[config.mk]
export PLATFORM = sky130hd
export DESIGN_NAME = nor_host_ctrl
export DESIGN_NICKNAME = d
export VERILOG_FILES = /design/src/logic/nor_host_pkg.sv /design/src/logic/nor_cycle_timer.sv /design/src/logic/nor_host_ctrl.sv
export SDC_FILE = /design/constraint.sdc
export NUM_CORES = 1
export LEC_CHECK = 0
export BUFFER_PORTS_ARGS = -buffer_cell sky130_fd_sc_hd__buf_2
export CAP_MARGIN = 20
export CORE_MARGIN = 1.5
export CORE_UTILIZATION = 40
export CTS_BUF_LIST = sky130_fd_sc_hd__clkbuf_8
export DETAILED_ROUTE_END_ITERATION = 6
export PLACE_DENSITY = 0.58
export SLEW_MARGIN = 20
export SYNTH_ARGS = -nofsm -noshare
export SYNTH_HDL_FRONTEND = slang
export SYNTH_SLANG_ARGS = --single-unit
[constraint.sdc]
create_clock -name clk -period 3.1 [get_ports clk]
set_input_delay 0.31 -clock clk [delete_from_list [all_inputs] [get_ports clk]]
set_output_delay 0.31 -clock clk [all_outputs]
set_load 0.01 [all_outputs]
[src/logic/nor_host_pkg.sv]
// Package of constants and types for the parallel NOR flash host controller
package nor_host_pkg;

	// ****************************************
	// Array geometry
	// ****************************************
	localparam int unsigned WORD_COUNT   = 4194304;
	localparam int unsigned BYTE_COUNT   = 8388608;
	localparam int          WORD_ADDR_W  = 22;
	localparam int          BYTE_ADDR_W  = 23;
	localparam int          DATA_W       = 16;

	// ****************************************
	// Command words and unlock addresses (fixed package constants)
	// ****************************************
	localparam logic [11:0] UNLOCK_ADDR_A = 12'h555;
	localparam logic [11:0] UNLOCK_ADDR_B = 12'h2AA;
	localparam logic [7:0]  UNLOCK_DATA_A = 8'hAA;
	localparam logic [7:0]  UNLOCK_DATA_B = 8'h55;
	localparam logic [7:0]  CMD_PROGRAM   = 8'hA0;
	localparam logic [7:0]  CMD_ERASE_SET = 8'h80;
	localparam logic [7:0]  CMD_SECT_ERS  = 8'h30;
	localparam logic [7:0]  CMD_BYPASS_EN = 8'h20;
	localparam logic [7:0]  CMD_BYPASS_EX = 8'h90;
	localparam logic [7:0]  CMD_BYPASS_EX2 = 8'h00;
	localparam logic [7:0]  CMD_SUSPEND   = 8'hB0;
	localparam logic [7:0]  CMD_RESUME    = 8'h30;
	localparam logic [7:0]  CMD_RESET     = 8'hF0;

	// ****************************************
	// Timing, in ns, and derived cycle counts at 200 MHz
	// ****************************************
	localparam int          CLK_PERIOD_NS = 5;
	localparam int          WRITE_LOW_NS  = 35;
	localparam int          WRITE_HIGH_NS = 20;
	localparam int          READ_ACC_NS   = 70;
	localparam int          RESET_LOW_NS  = 500;
	localparam logic [7:0]  WRITE_LOW_CYC  = 8'((WRITE_LOW_NS + CLK_PERIOD_NS - 1) / CLK_PERIOD_NS);
	localparam logic [7:0]  WRITE_HIGH_CYC = 8'((WRITE_HIGH_NS + CLK_PERIOD_NS - 1) / CLK_PERIOD_NS);
	localparam logic [7:0]  READ_ACC_CYC   = 8'((READ_ACC_NS + CLK_PERIOD_NS - 1) / CLK_PERIOD_NS);
	localparam logic [7:0]  RESET_LOW_CYC  = 8'((RESET_LOW_NS + CLK_PERIOD_NS - 1) / CLK_PERIOD_NS);

	// ****************************************
	// Operations requested by the user side
	// ****************************************
	typedef enum logic [3:0] {
		OP_READ        = 4'h0,
		OP_PROGRAM     = 4'h1,
		OP_SECT_ERASE  = 4'h2,
		OP_BYPASS_ON   = 4'h3,
		OP_BYPASS_OFF  = 4'h4,
		OP_SUSPEND     = 4'h5,
		OP_RESUME      = 4'h6,
		OP_SOFT_RESET  = 4'h7,
		OP_HW_RESET    = 4'h8,
		OP_RAW_WRITE   = 4'h9
	} op_t;

	typedef struct packed {
		op_t                     op;
		logic [BYTE_ADDR_W-1:0]  addr;
		logic [DATA_W-1:0]       data;
	} req_t;

	// Pins toward the flash
	typedef struct packed {
		logic                    chip_sel_n;
		logic                    write_n;
		logic                    out_en_n;
		logic                    reset_dev_n;
		logic                    byte_mode_n;
		logic                    edge_guard_fast_program_pin;
		logic [BYTE_ADDR_W-1:0]  addr;
		logic [DATA_W-1:0]       dq_out;
		logic                    dq_oe;
	} pins_t;

	// Controller states, Gray along the usual path
	typedef enum logic [3:0] {
		ST_IDLE    = 4'b0000,
		ST_WR_LOW  = 4'b0001,
		ST_WR_HIGH = 4'b0011,
		ST_NEXT    = 4'b0010,
		ST_POLL    = 4'b0110,
		ST_RD      = 4'b0111,
		ST_RST     = 4'b0101,
		ST_DONE    = 4'b0100
	} state_t;

	localparam logic [2:0] SEQ_MAX = 3'h6;

endpackage : nor_host_pkg

[src/logic/nor_cycle_timer.sv]
// Down-counting timer used to pace bus strobes
`timescale 1ns/1ps
module nor_cycle_timer #(
	parameter int W = 8
) (
	input  wire logic         clk,
	input  wire logic         reset_n,
	input  wire logic         load,
	input  wire logic [W-1:0] value,
	output logic              expired
);
	logic [W-1:0] count;
	logic [W-1:0] next_count;

	// ****************************************
	// Count down to zero after each load
	// ****************************************
	always_comb begin
		next_count = count;
		if (load) begin
			next_count = value;
		end else if (count != '0) begin
			next_count = count - W'(1);
		end
	end

	always_ff @(posedge clk or negedge reset_n) begin
		if (!reset_n) begin
			count <= '0;
		end else begin
			count <= next_count;
		end
	end

	// Expiry from the count alone, so a reload on expiry forms no loop
	assign expired = (count == '0);
endmodule : nor_cycle_timer

[src/logic/nor_host_ctrl.sv]
// Host controller driving an asynchronous parallel NOR flash over its pins
`timescale 1ns/1ps
// Functional notes
// - A byte-mode input selects an 8-bit bus where the model allows it, otherwise 16-bit.
// - Every command goes out as an ordinary bus write cycle whose address and data the flash latches.
// - Program and erase start only by command sequences, and completion is seen by polling together with the idle output.
// - In unlock bypass a word program takes two write cycles instead of four.
// - Erase suspend pauses the erase, lets other sectors be used, and resume finishes it.
// - Program suspend pauses the program, lets other sectors be read, and resume finishes it.
module nor_host_ctrl #(
	parameter bit           BYTE_CAPABLE = 1'b1,
	parameter logic [15:0]  POLL_LIMIT   = 16'hFFFF
) (
	input  wire logic                               clk,
	input  wire logic                               reset_n,
	input  wire logic                               byte_mode,
	input  wire logic                               write_guard,
	input  wire logic                               req_valid,
	output logic                                    req_ready,
	input  wire nor_host_pkg::req_t                 req,
	output logic                                    done,
	output logic                                    fail,
	output logic [nor_host_pkg::DATA_W-1:0]         rd_data,
	output logic                                    bypass_on,
	output nor_host_pkg::pins_t                     pins,
	input  wire logic [nor_host_pkg::DATA_W-1:0]    dq_in,
	input  wire logic                               operation_idle_output
);
	nor_host_pkg::state_t              state;
	nor_host_pkg::state_t              next_state;
	nor_host_pkg::req_t                cur;
	nor_host_pkg::req_t                next_cur;
	logic [2:0]                        step;
	logic [2:0]                        next_step;
	logic [2:0]                        steps;
	logic [15:0]                       polls;
	logic [15:0]                       next_polls;
	logic                              next_bypass_on;
	logic                              next_done;
	logic                              next_fail;
	logic [nor_host_pkg::DATA_W-1:0]   next_rd_data;
	logic                              last_toggle;
	logic                              next_last_toggle;
	logic                              polled_once;
	logic                              next_polled_once;
	nor_host_pkg::pins_t               next_pins;
	logic                              tmr_load;
	logic [7:0]                        tmr_value;
	logic                              tmr_expired;
	logic [11:0]                       cyc_addr;
	logic [7:0]                        cyc_data;
	logic                              byte_eff;

	// ****************************************
	// Strobe pacing timer
	// ****************************************
	nor_cycle_timer #(.W(8)) i_nor_cycle_timer (
		.clk     (clk),
		.reset_n (reset_n),
		.load    (tmr_load),
		.value   (tmr_value),
		.expired (tmr_expired)
	);

	// Byte mode only on models that have it
	assign byte_eff  = BYTE_CAPABLE && byte_mode;
	assign req_ready = (state == nor_host_pkg::ST_IDLE);

	// ****************************************
	// Number of bus writes per operation
	// ****************************************
	always_comb begin
		case (cur.op)
			nor_host_pkg::OP_PROGRAM:    steps = bypass_on ? 3'd2 : 3'd4;
			nor_host_pkg::OP_SECT_ERASE: steps = bypass_on ? 3'd2 : 3'd6;
			nor_host_pkg::OP_BYPASS_ON:  steps = 3'd3;
			nor_host_pkg::OP_BYPASS_OFF: steps = 3'd2;
			default:                     steps = 3'd1;
		endcase
	end

	// ****************************************
	// Address and data of each command write
	// ****************************************
	always_comb begin
		cyc_addr = nor_host_pkg::UNLOCK_ADDR_A;
		cyc_data = nor_host_pkg::UNLOCK_DATA_A;
		case (cur.op)
			nor_host_pkg::OP_PROGRAM, nor_host_pkg::OP_SECT_ERASE: begin
				if (bypass_on) begin
					cyc_data = (cur.op == nor_host_pkg::OP_PROGRAM) ?
						nor_host_pkg::CMD_PROGRAM : nor_host_pkg::CMD_ERASE_SET;
					if (step == 3'd1) begin
						cyc_addr = cur.addr[11:0];
						cyc_data = (cur.op == nor_host_pkg::OP_PROGRAM) ?
							cur.data[7:0] : nor_host_pkg::CMD_SECT_ERS;
					end
				end else begin
					case (step)
						3'd1, 3'd4: begin
							cyc_addr = nor_host_pkg::UNLOCK_ADDR_B;
							cyc_data = nor_host_pkg::UNLOCK_DATA_B;
						end
						3'd2: cyc_data = (cur.op == nor_host_pkg::OP_PROGRAM) ?
							nor_host_pkg::CMD_PROGRAM : nor_host_pkg::CMD_ERASE_SET;
						3'd3: begin
							cyc_addr = (cur.op == nor_host_pkg::OP_PROGRAM) ?
								cur.addr[11:0] : nor_host_pkg::UNLOCK_ADDR_A;
							cyc_data = (cur.op == nor_host_pkg::OP_PROGRAM) ?
								cur.data[7:0] : nor_host_pkg::UNLOCK_DATA_A;
						end
						3'd5: begin
							cyc_addr = cur.addr[11:0];
							cyc_data = nor_host_pkg::CMD_SECT_ERS;
						end
						default: ;
					endcase
				end
			end
			nor_host_pkg::OP_BYPASS_ON: begin
				if (step == 3'd1) begin
					cyc_addr = nor_host_pkg::UNLOCK_ADDR_B;
					cyc_data = nor_host_pkg::UNLOCK_DATA_B;
				end else if (step == 3'd2) begin
					cyc_data = nor_host_pkg::CMD_BYPASS_EN;
				end
			end
			nor_host_pkg::OP_BYPASS_OFF: begin
				cyc_addr = cur.addr[11:0];
				cyc_data = (step == 3'd0) ? nor_host_pkg::CMD_BYPASS_EX : nor_host_pkg::CMD_BYPASS_EX2;
			end
			nor_host_pkg::OP_SUSPEND: begin
				cyc_addr = cur.addr[11:0];
				cyc_data = nor_host_pkg::CMD_SUSPEND;
			end
			nor_host_pkg::OP_RESUME: begin
				cyc_addr = cur.addr[11:0];
				cyc_data = nor_host_pkg::CMD_RESUME;
			end
			nor_host_pkg::OP_SOFT_RESET: cyc_data = nor_host_pkg::CMD_RESET;
			default: begin
				cyc_addr = cur.addr[11:0];
				cyc_data = cur.data[7:0];
			end
		endcase
	end

	// ****************************************
	// Main sequencer
	// ****************************************
	always_comb begin
		next_state       = state;
		next_cur         = cur;
		next_step        = step;
		next_polls       = polls;
		next_bypass_on   = bypass_on;
		next_done        = 1'b0;
		next_fail        = fail;
		next_rd_data     = rd_data;
		next_last_toggle = last_toggle;
		next_polled_once = polled_once;
		next_pins        = pins;
		tmr_load         = 1'b0;
		tmr_value        = nor_host_pkg::WRITE_LOW_CYC;
		next_pins.byte_mode_n                 = !byte_eff;
		next_pins.edge_guard_fast_program_pin = !write_guard;
		case (state)
			nor_host_pkg::ST_IDLE: begin
				next_pins.chip_sel_n = 1'b1;
				next_pins.reset_dev_n = 1'b1;
				next_pins.write_n    = 1'b1;
				next_pins.out_en_n   = 1'b1;
				next_pins.dq_oe      = 1'b0;
				if (req_valid) begin
					next_cur         = req;
					next_step        = 3'd0;
					next_fail        = 1'b0;
					next_polls       = '0;
					next_polled_once = 1'b0;
					tmr_load         = 1'b1;
					if (req.op == nor_host_pkg::OP_READ) begin
						tmr_value = nor_host_pkg::READ_ACC_CYC;
						next_state = nor_host_pkg::ST_RD;
					end else if (req.op == nor_host_pkg::OP_HW_RESET) begin
						tmr_value = nor_host_pkg::RESET_LOW_CYC;
						next_pins.reset_dev_n = 1'b0;
						next_state = nor_host_pkg::ST_RST;
					end else begin
						next_state = nor_host_pkg::ST_WR_LOW;
					end
				end
			end
			nor_host_pkg::ST_WR_LOW: begin
				next_pins.chip_sel_n = 1'b0;
				next_pins.write_n    = 1'b0;
				next_pins.out_en_n   = 1'b1;
				next_pins.dq_oe      = 1'b1;
				next_pins.addr       = (cur.op == nor_host_pkg::OP_RAW_WRITE ||
					cyc_addr == cur.addr[11:0]) ? cur.addr :
					{{(nor_host_pkg::BYTE_ADDR_W-12){1'b0}}, cyc_addr};
				next_pins.dq_out     = (cur.op == nor_host_pkg::OP_RAW_WRITE ||
					(cur.op == nor_host_pkg::OP_PROGRAM && step == steps - 3'd1)) ?
					cur.data : {8'h00, cyc_data};
				if (tmr_expired) begin
					tmr_load   = 1'b1;
					tmr_value  = nor_host_pkg::WRITE_HIGH_CYC;
					next_state = nor_host_pkg::ST_WR_HIGH;
				end
			end
			nor_host_pkg::ST_WR_HIGH: begin
				next_pins.write_n    = 1'b1;
				next_pins.chip_sel_n = 1'b1;
				if (tmr_expired) begin
					next_state = nor_host_pkg::ST_NEXT;
				end
			end
			nor_host_pkg::ST_NEXT: begin
				next_pins.dq_oe = 1'b0;
				tmr_load        = 1'b1;
				if (step + 3'd1 < steps) begin
					next_step  = step + 3'd1;
					next_state = nor_host_pkg::ST_WR_LOW;
				end else if (cur.op == nor_host_pkg::OP_PROGRAM ||
					cur.op == nor_host_pkg::OP_SECT_ERASE || cur.op == nor_host_pkg::OP_RESUME) begin
					tmr_value  = nor_host_pkg::READ_ACC_CYC;
					next_state = nor_host_pkg::ST_POLL;
				end else begin
					if (cur.op == nor_host_pkg::OP_BYPASS_ON) next_bypass_on = 1'b1;
					if (cur.op == nor_host_pkg::OP_BYPASS_OFF ||
						cur.op == nor_host_pkg::OP_SOFT_RESET) next_bypass_on = 1'b0;
					next_state = nor_host_pkg::ST_DONE;
				end
			end
			nor_host_pkg::ST_POLL: begin
				// Status reads of the busy sector until the toggle bit stops
				next_pins.chip_sel_n = 1'b0;
				next_pins.out_en_n   = 1'b0;
				next_pins.addr       = cur.addr;
				if (tmr_expired) begin
					tmr_load         = 1'b1;
					tmr_value        = nor_host_pkg::READ_ACC_CYC;
					next_polls       = polls + 16'd1;
					next_last_toggle = dq_in[6];
					next_polled_once = 1'b1;
					next_pins.out_en_n = 1'b1;
					if (polled_once && operation_idle_output &&
						dq_in[6] == last_toggle) begin
						next_rd_data = dq_in;
						next_state   = nor_host_pkg::ST_DONE;
					end else if (polled_once && !operation_idle_output && dq_in[5] &&
						dq_in[6] != last_toggle) begin
						// Timeout flag: protected sector or failure
						next_fail  = 1'b1;
						next_state = nor_host_pkg::ST_DONE;
					end else if (polls == POLL_LIMIT) begin
						next_fail  = 1'b1;
						next_state = nor_host_pkg::ST_DONE;
					end
				end
			end
			nor_host_pkg::ST_RD: begin
				next_pins.chip_sel_n = 1'b0;
				next_pins.out_en_n   = 1'b0;
				next_pins.dq_oe      = 1'b0;
				next_pins.addr       = req_valid ? cur.addr : cur.addr;
				if (tmr_expired) begin
					next_rd_data = byte_eff ? {8'h00, dq_in[7:0]} : dq_in;
					next_state   = nor_host_pkg::ST_DONE;
				end
			end
			nor_host_pkg::ST_RST: begin
				next_pins.reset_dev_n = 1'b0;
				next_pins.chip_sel_n  = 1'b1;
				if (tmr_expired) begin
					next_pins.reset_dev_n = 1'b1;
					next_bypass_on        = 1'b0;
					next_state            = nor_host_pkg::ST_DONE;
				end
			end
			nor_host_pkg::ST_DONE: begin
				next_pins.chip_sel_n = 1'b1;
				next_pins.out_en_n   = 1'b1;
				next_done            = 1'b1;
				next_state           = nor_host_pkg::ST_IDLE;
			end
			default: next_state = nor_host_pkg::ST_IDLE;
		endcase
	end

	// ****************************************
	// State registers
	// ****************************************
	always_ff @(posedge clk or negedge reset_n) begin
		if (!reset_n) begin
			state       <= nor_host_pkg::ST_IDLE;
			cur         <= '0;
			step        <= '0;
			polls       <= '0;
			bypass_on   <= 1'b0;
			done        <= 1'b0;
			fail        <= 1'b0;
			rd_data     <= '0;
			last_toggle <= 1'b0;
			polled_once <= 1'b0;
			pins        <= '{chip_sel_n: 1'b1, write_n: 1'b1, out_en_n: 1'b1,
				reset_dev_n: 1'b0, byte_mode_n: 1'b1, edge_guard_fast_program_pin: 1'b1,
				addr: '0, dq_out: '0, dq_oe: 1'b0};
		end else begin
			state       <= next_state;
			cur         <= next_cur;
			step        <= next_step;
			polls       <= next_polls;
			bypass_on   <= next_bypass_on;
			done        <= next_done;
			fail        <= next_fail;
			rd_data     <= next_rd_data;
			last_toggle <= next_last_toggle;
			polled_once <= next_polled_once;
			pins        <= next_pins;
		end
	end
endmodule : nor_host_ctrl

==> impl_metrics.py <==
metrics = {
    "floorplan": {
        "io-pin-count": 131,
        "dieWidth_um": 137.3,
        "die_y_um": 137.3,
        "core-area_mm2": 0.01748,
        "fp.dieArea_mm2": 0.01884,
        "start_util": 0.4126,
        "fp-row-count": 48,
    },
    "power": {
        "cellLeakagePower_nw": 4.006,
        "total_power_w": 0.009813,
        "ir_drop_uv": 462.2,
        "clkPwrFrac": 0.149,
        "combPwrFrac": 0.507,
        "p_sw_w": 0.004339,
        "sw_frac_of_total": 0.4422,
        "powerDensity_mw_per_mm2": 1134,
        "internal_power_w": 0.005474,
        "p_seq_frac": 0.343,
    },
    "sta": {
        "clock.fmax_ghz": 0.3487,
        "drv_slew": 0,
        "period_minus_slack_ps": 2868,
        "rsz0062_at_grt": "no",
        "setup_viol": 0,
        "setup_ws_ps": 232.1,
        "hold_violations": 0,
        "finalSetupTns_ps": 0,
        "worstMarginPinSlew_ps": 836.9,
        "fin_skew_ps": 14.22,
        "relSlewSlack": 0.4421,
        "period_share": 0.9251,
    },
    "critical_path": {
        "critPathMaxFanout": 12,
        "cp-end-kind": "register",
        "crit_slowest_cell": "dfrtp_1",
        "critPathKind": "reg2reg",
        "slowest_delay_ps": 470,
        "start_kind": "register",
        "cp_common_cell": "ha_1",
        "required_ps": 3440,
        "crit_arrival_ps": 3210,
        "worstPathCellList": "ha_1 -> ha_1 -> a211oi_1 -> a21oi_1 -> o32a_1 -> and3_1 -> a21oi_4 -> buf_12 -> o21ai_1",
    },
    "clocking": {
        "cts.sinks": 140,
        "numCtsBuffers": 17,
        "h-tree-depth": 4,
        "clockRootBuffer": "clkbuf_8",
        "path_clk_slew_ps": 90,
        "cts_tree": "built",
        "clock_latency_ps": 450,
        "clock_path_buffers": 2,
    },
    "drt": {
        "vias": 6101,
        "route.detailed.drc": 0,
        "wl_um": 18530,
        "drtPass1Iterations": 5,
        "viasPerCell": 5.462,
        "drtIter0Drc": 369,
        "antenna_left": 0,
        "wl_per_cell_um": 16.59,
    },
    "logic_synthesis": {
        "ys_types": 71,
        "synth_edf_count": 0,
        "synth.cell_area_mm2": 0.007211,
        "synth_warnings": 0,
        "async_reset_ff_frac": 1.000,
        "synthCells": 740,
        "yosys_most_used_dff": "dfrtp_1",
        "syn_nets": 816,
        "synth_seq_cells": 140,
        "seq_area_frac_synth": 0.4867,
        "syn_area_per_cell_um2": 9.744,
    },
    "global_routing": {
        "grt_pass1_vias": 6023,
        "track_usage": 0.2073,
        "antenna_found_initial": 0,
        "overflow": 0,
        "grt_max_degree": 88,
        "grt_pass1_wl_um": 30450,
    },
    "place": {
        "portBuffers": 130,
        "place_congestion": 0.8640,
        "pre_cts_slack_ps": 0.8114,
        "dp_hpwl_um": 13330,
    },
    "worst_hold_path": {
        "hold_class": "in2reg",
    },
    "job": {
        "drv_cap": 0,
    },
    "final_layout": {
        "area_growth_pct": 19.97,
        "final_nets": 955,
        "n_antenna_cell": 0,
        "drive_above_1_share": 0.3061,
    },
    "outcome": {
        "outcome": "finished, final reports clean",
    },
}
## synthesized netlist by cell type, types with 8 or more instances
cell type | instances | share of area
inv_1 | 21 | 0.011
o21ai_1 | 38 | 0.026
o211ai_1 | 9 | 0.0094
dfrtp_1 | 135 | 0.47
o21ai_2 | 9 | 0.011
mux2_2 | 46 | 0.072
buf_2 | 8 | 0.0056
o21ai_0 | 37 | 0.026
clkbuf_1 | 30 | 0.016
a211oi_1 | 8 | 0.0083
nand3_1 | 12 | 0.0083
a22oi_1 | 10 | 0.010
ha_1 | 11 | 0.019
nand2b_1 | 9 | 0.0078
nor2_1 | 48 | 0.025
a21oi_1 | 41 | 0.028
nand2_1 | 107 | 0.056
nor3_1 | 16 | 0.011
a22o_1 | 11 | 0.013
## worst paths after layout
kind / startpoint / end / slack (ps) / cells past startpoint
setup / recovery: step[0]$_DFFE_PN0P_ / pins[29]$_DFFE_PN0P_ / 230 / 9
hold / removal: req[16] / cur[16]$_DFFE_PN0P_ / 70 / 3
setup reg to reg: step[0]$_DFFE_PN0P_ / pins[29]$_DFFE_PN0P_ / 230 / 9
hold reg to reg: pins[1]$_DFFE_PN0P_ / pins[1]$_DFFE_PN0P_ / 480 / 2
max in group asynchronous: reset_n / pins[40]$_DFF_PN1_ / 1760 / 3
min in group asynchronous: reset_n / i_nor_cycle_timer.count[6]$_DFFE_PN0P_ / 510 / 2
## layer usage
metal  up-vias  track usage  wire length (um)
li1       2938            -                 -
met1      2946       0.2742              8453
met2       186       0.3275              8527
met3        31      0.05666              1181
met4         0      0.07310               368
met5         -            0                 0
## critical path, delay by kind of cell, from the launching register on
family | cells | cell delay (ps)
buffers and inverters | 1 | 180
adder cells (fa/ha/maj) | 2 | 530
AO/OA/AOI/OAI | 5 | 1320
AND/OR/NAND/NOR | 1 | 270
flip-flops | 1 | 470
## state kept, by name, indices dropped and copies added (netlist names), 3 cells and up
name	flops
polls	16
step	3
rd_data	16
cur	43
pins	46
state	3
i_nor_cycle_timer.count	8
## cell families after synthesis
| logic type | count (synthesis) | share of synthesized area |
|---|---|---|
| AO/OA/AOI/OAI | 212 | 0.1935 |
| multiplexers | 55 | 0.08520 |
| AND/OR/NAND/NOR | 247 | 0.1652 |
| buffers and inverters | 63 | 0.03575 |
| adder cells (fa/ha/maj) | 11 | 0.01909 |
| flip-flops | 140 | 0.4867 |
| XOR/XNOR | 12 | 0.01458 |
## layout by cell type (no fill, tap or decap), types with 7 or more instances in the layout
master / instances
nor3_1: 16
o21ai_1: 38
o211ai_1: 9
clkbuf_8: 17
a22oi_1: 10
inv_1: 21
nand3_1: 12
buf_2: 129
a211oi_1: 8
a22o_1: 11
xnor2_1: 7
a21oi_1: 40
dfrtp_1: 133
o21ai_0: 37
nor3b_1: 7
buf_4: 26
nand2_1: 107
ha_1: 11
o22ai_1: 7
nor2_1: 48
o21ai_2: 9
nand2b_1: 9
mux2_2: 46
## power groups by stage
stage,Clock (W),Combinational (W),Sequential (W)
after CTS,0.00150,0.00487,0.00337
final,0.00146,0.00498,0.00337
after global routing,0.00159,0.00555,0.00350
after global placement,0,0.00473,0.00337
after floorplan,0,0.00351,0.00324
after detailed placement,0,0.00485,0.00339
## per-stage QoR
stage               hold slack (ps)    util  cell area, um2  std cells
global placement              420.9  0.4694            8203       1080
detailed placement            426.8  0.4694            8203       1080
CTS                           41.51  0.4932            8620       1115
floorplan                     14.41       -            7211        740
finish                        66.22  0.4950            8651       1117
global route                  52.87  0.4950            8651       1117
## layout make-up
type | instances | area [um2]
Fill cell | 1655 | 8826
Sequential cell | 140 | 3512
Multi-Input combinational cell | 537 | 3450
Timing Repair Buffer | 162 | 942.2
Tap cell | 225 | 281.5
Clock buffer | 17 | 234.0
Clock inverter | 15 | 152.6
Inverter | 21 | 78.83
## timing repair
action / in CTS / in global routing
buffers inserted: 0 / 2
endpoints found under the setup margin: 1 / 23
pin swaps: 1 / 1
endpoints found under the hold margin: 84 / 0
resized for setup: 0 / 3
hold buffers: 3 / 0
(Power assumes the default switching activity.)
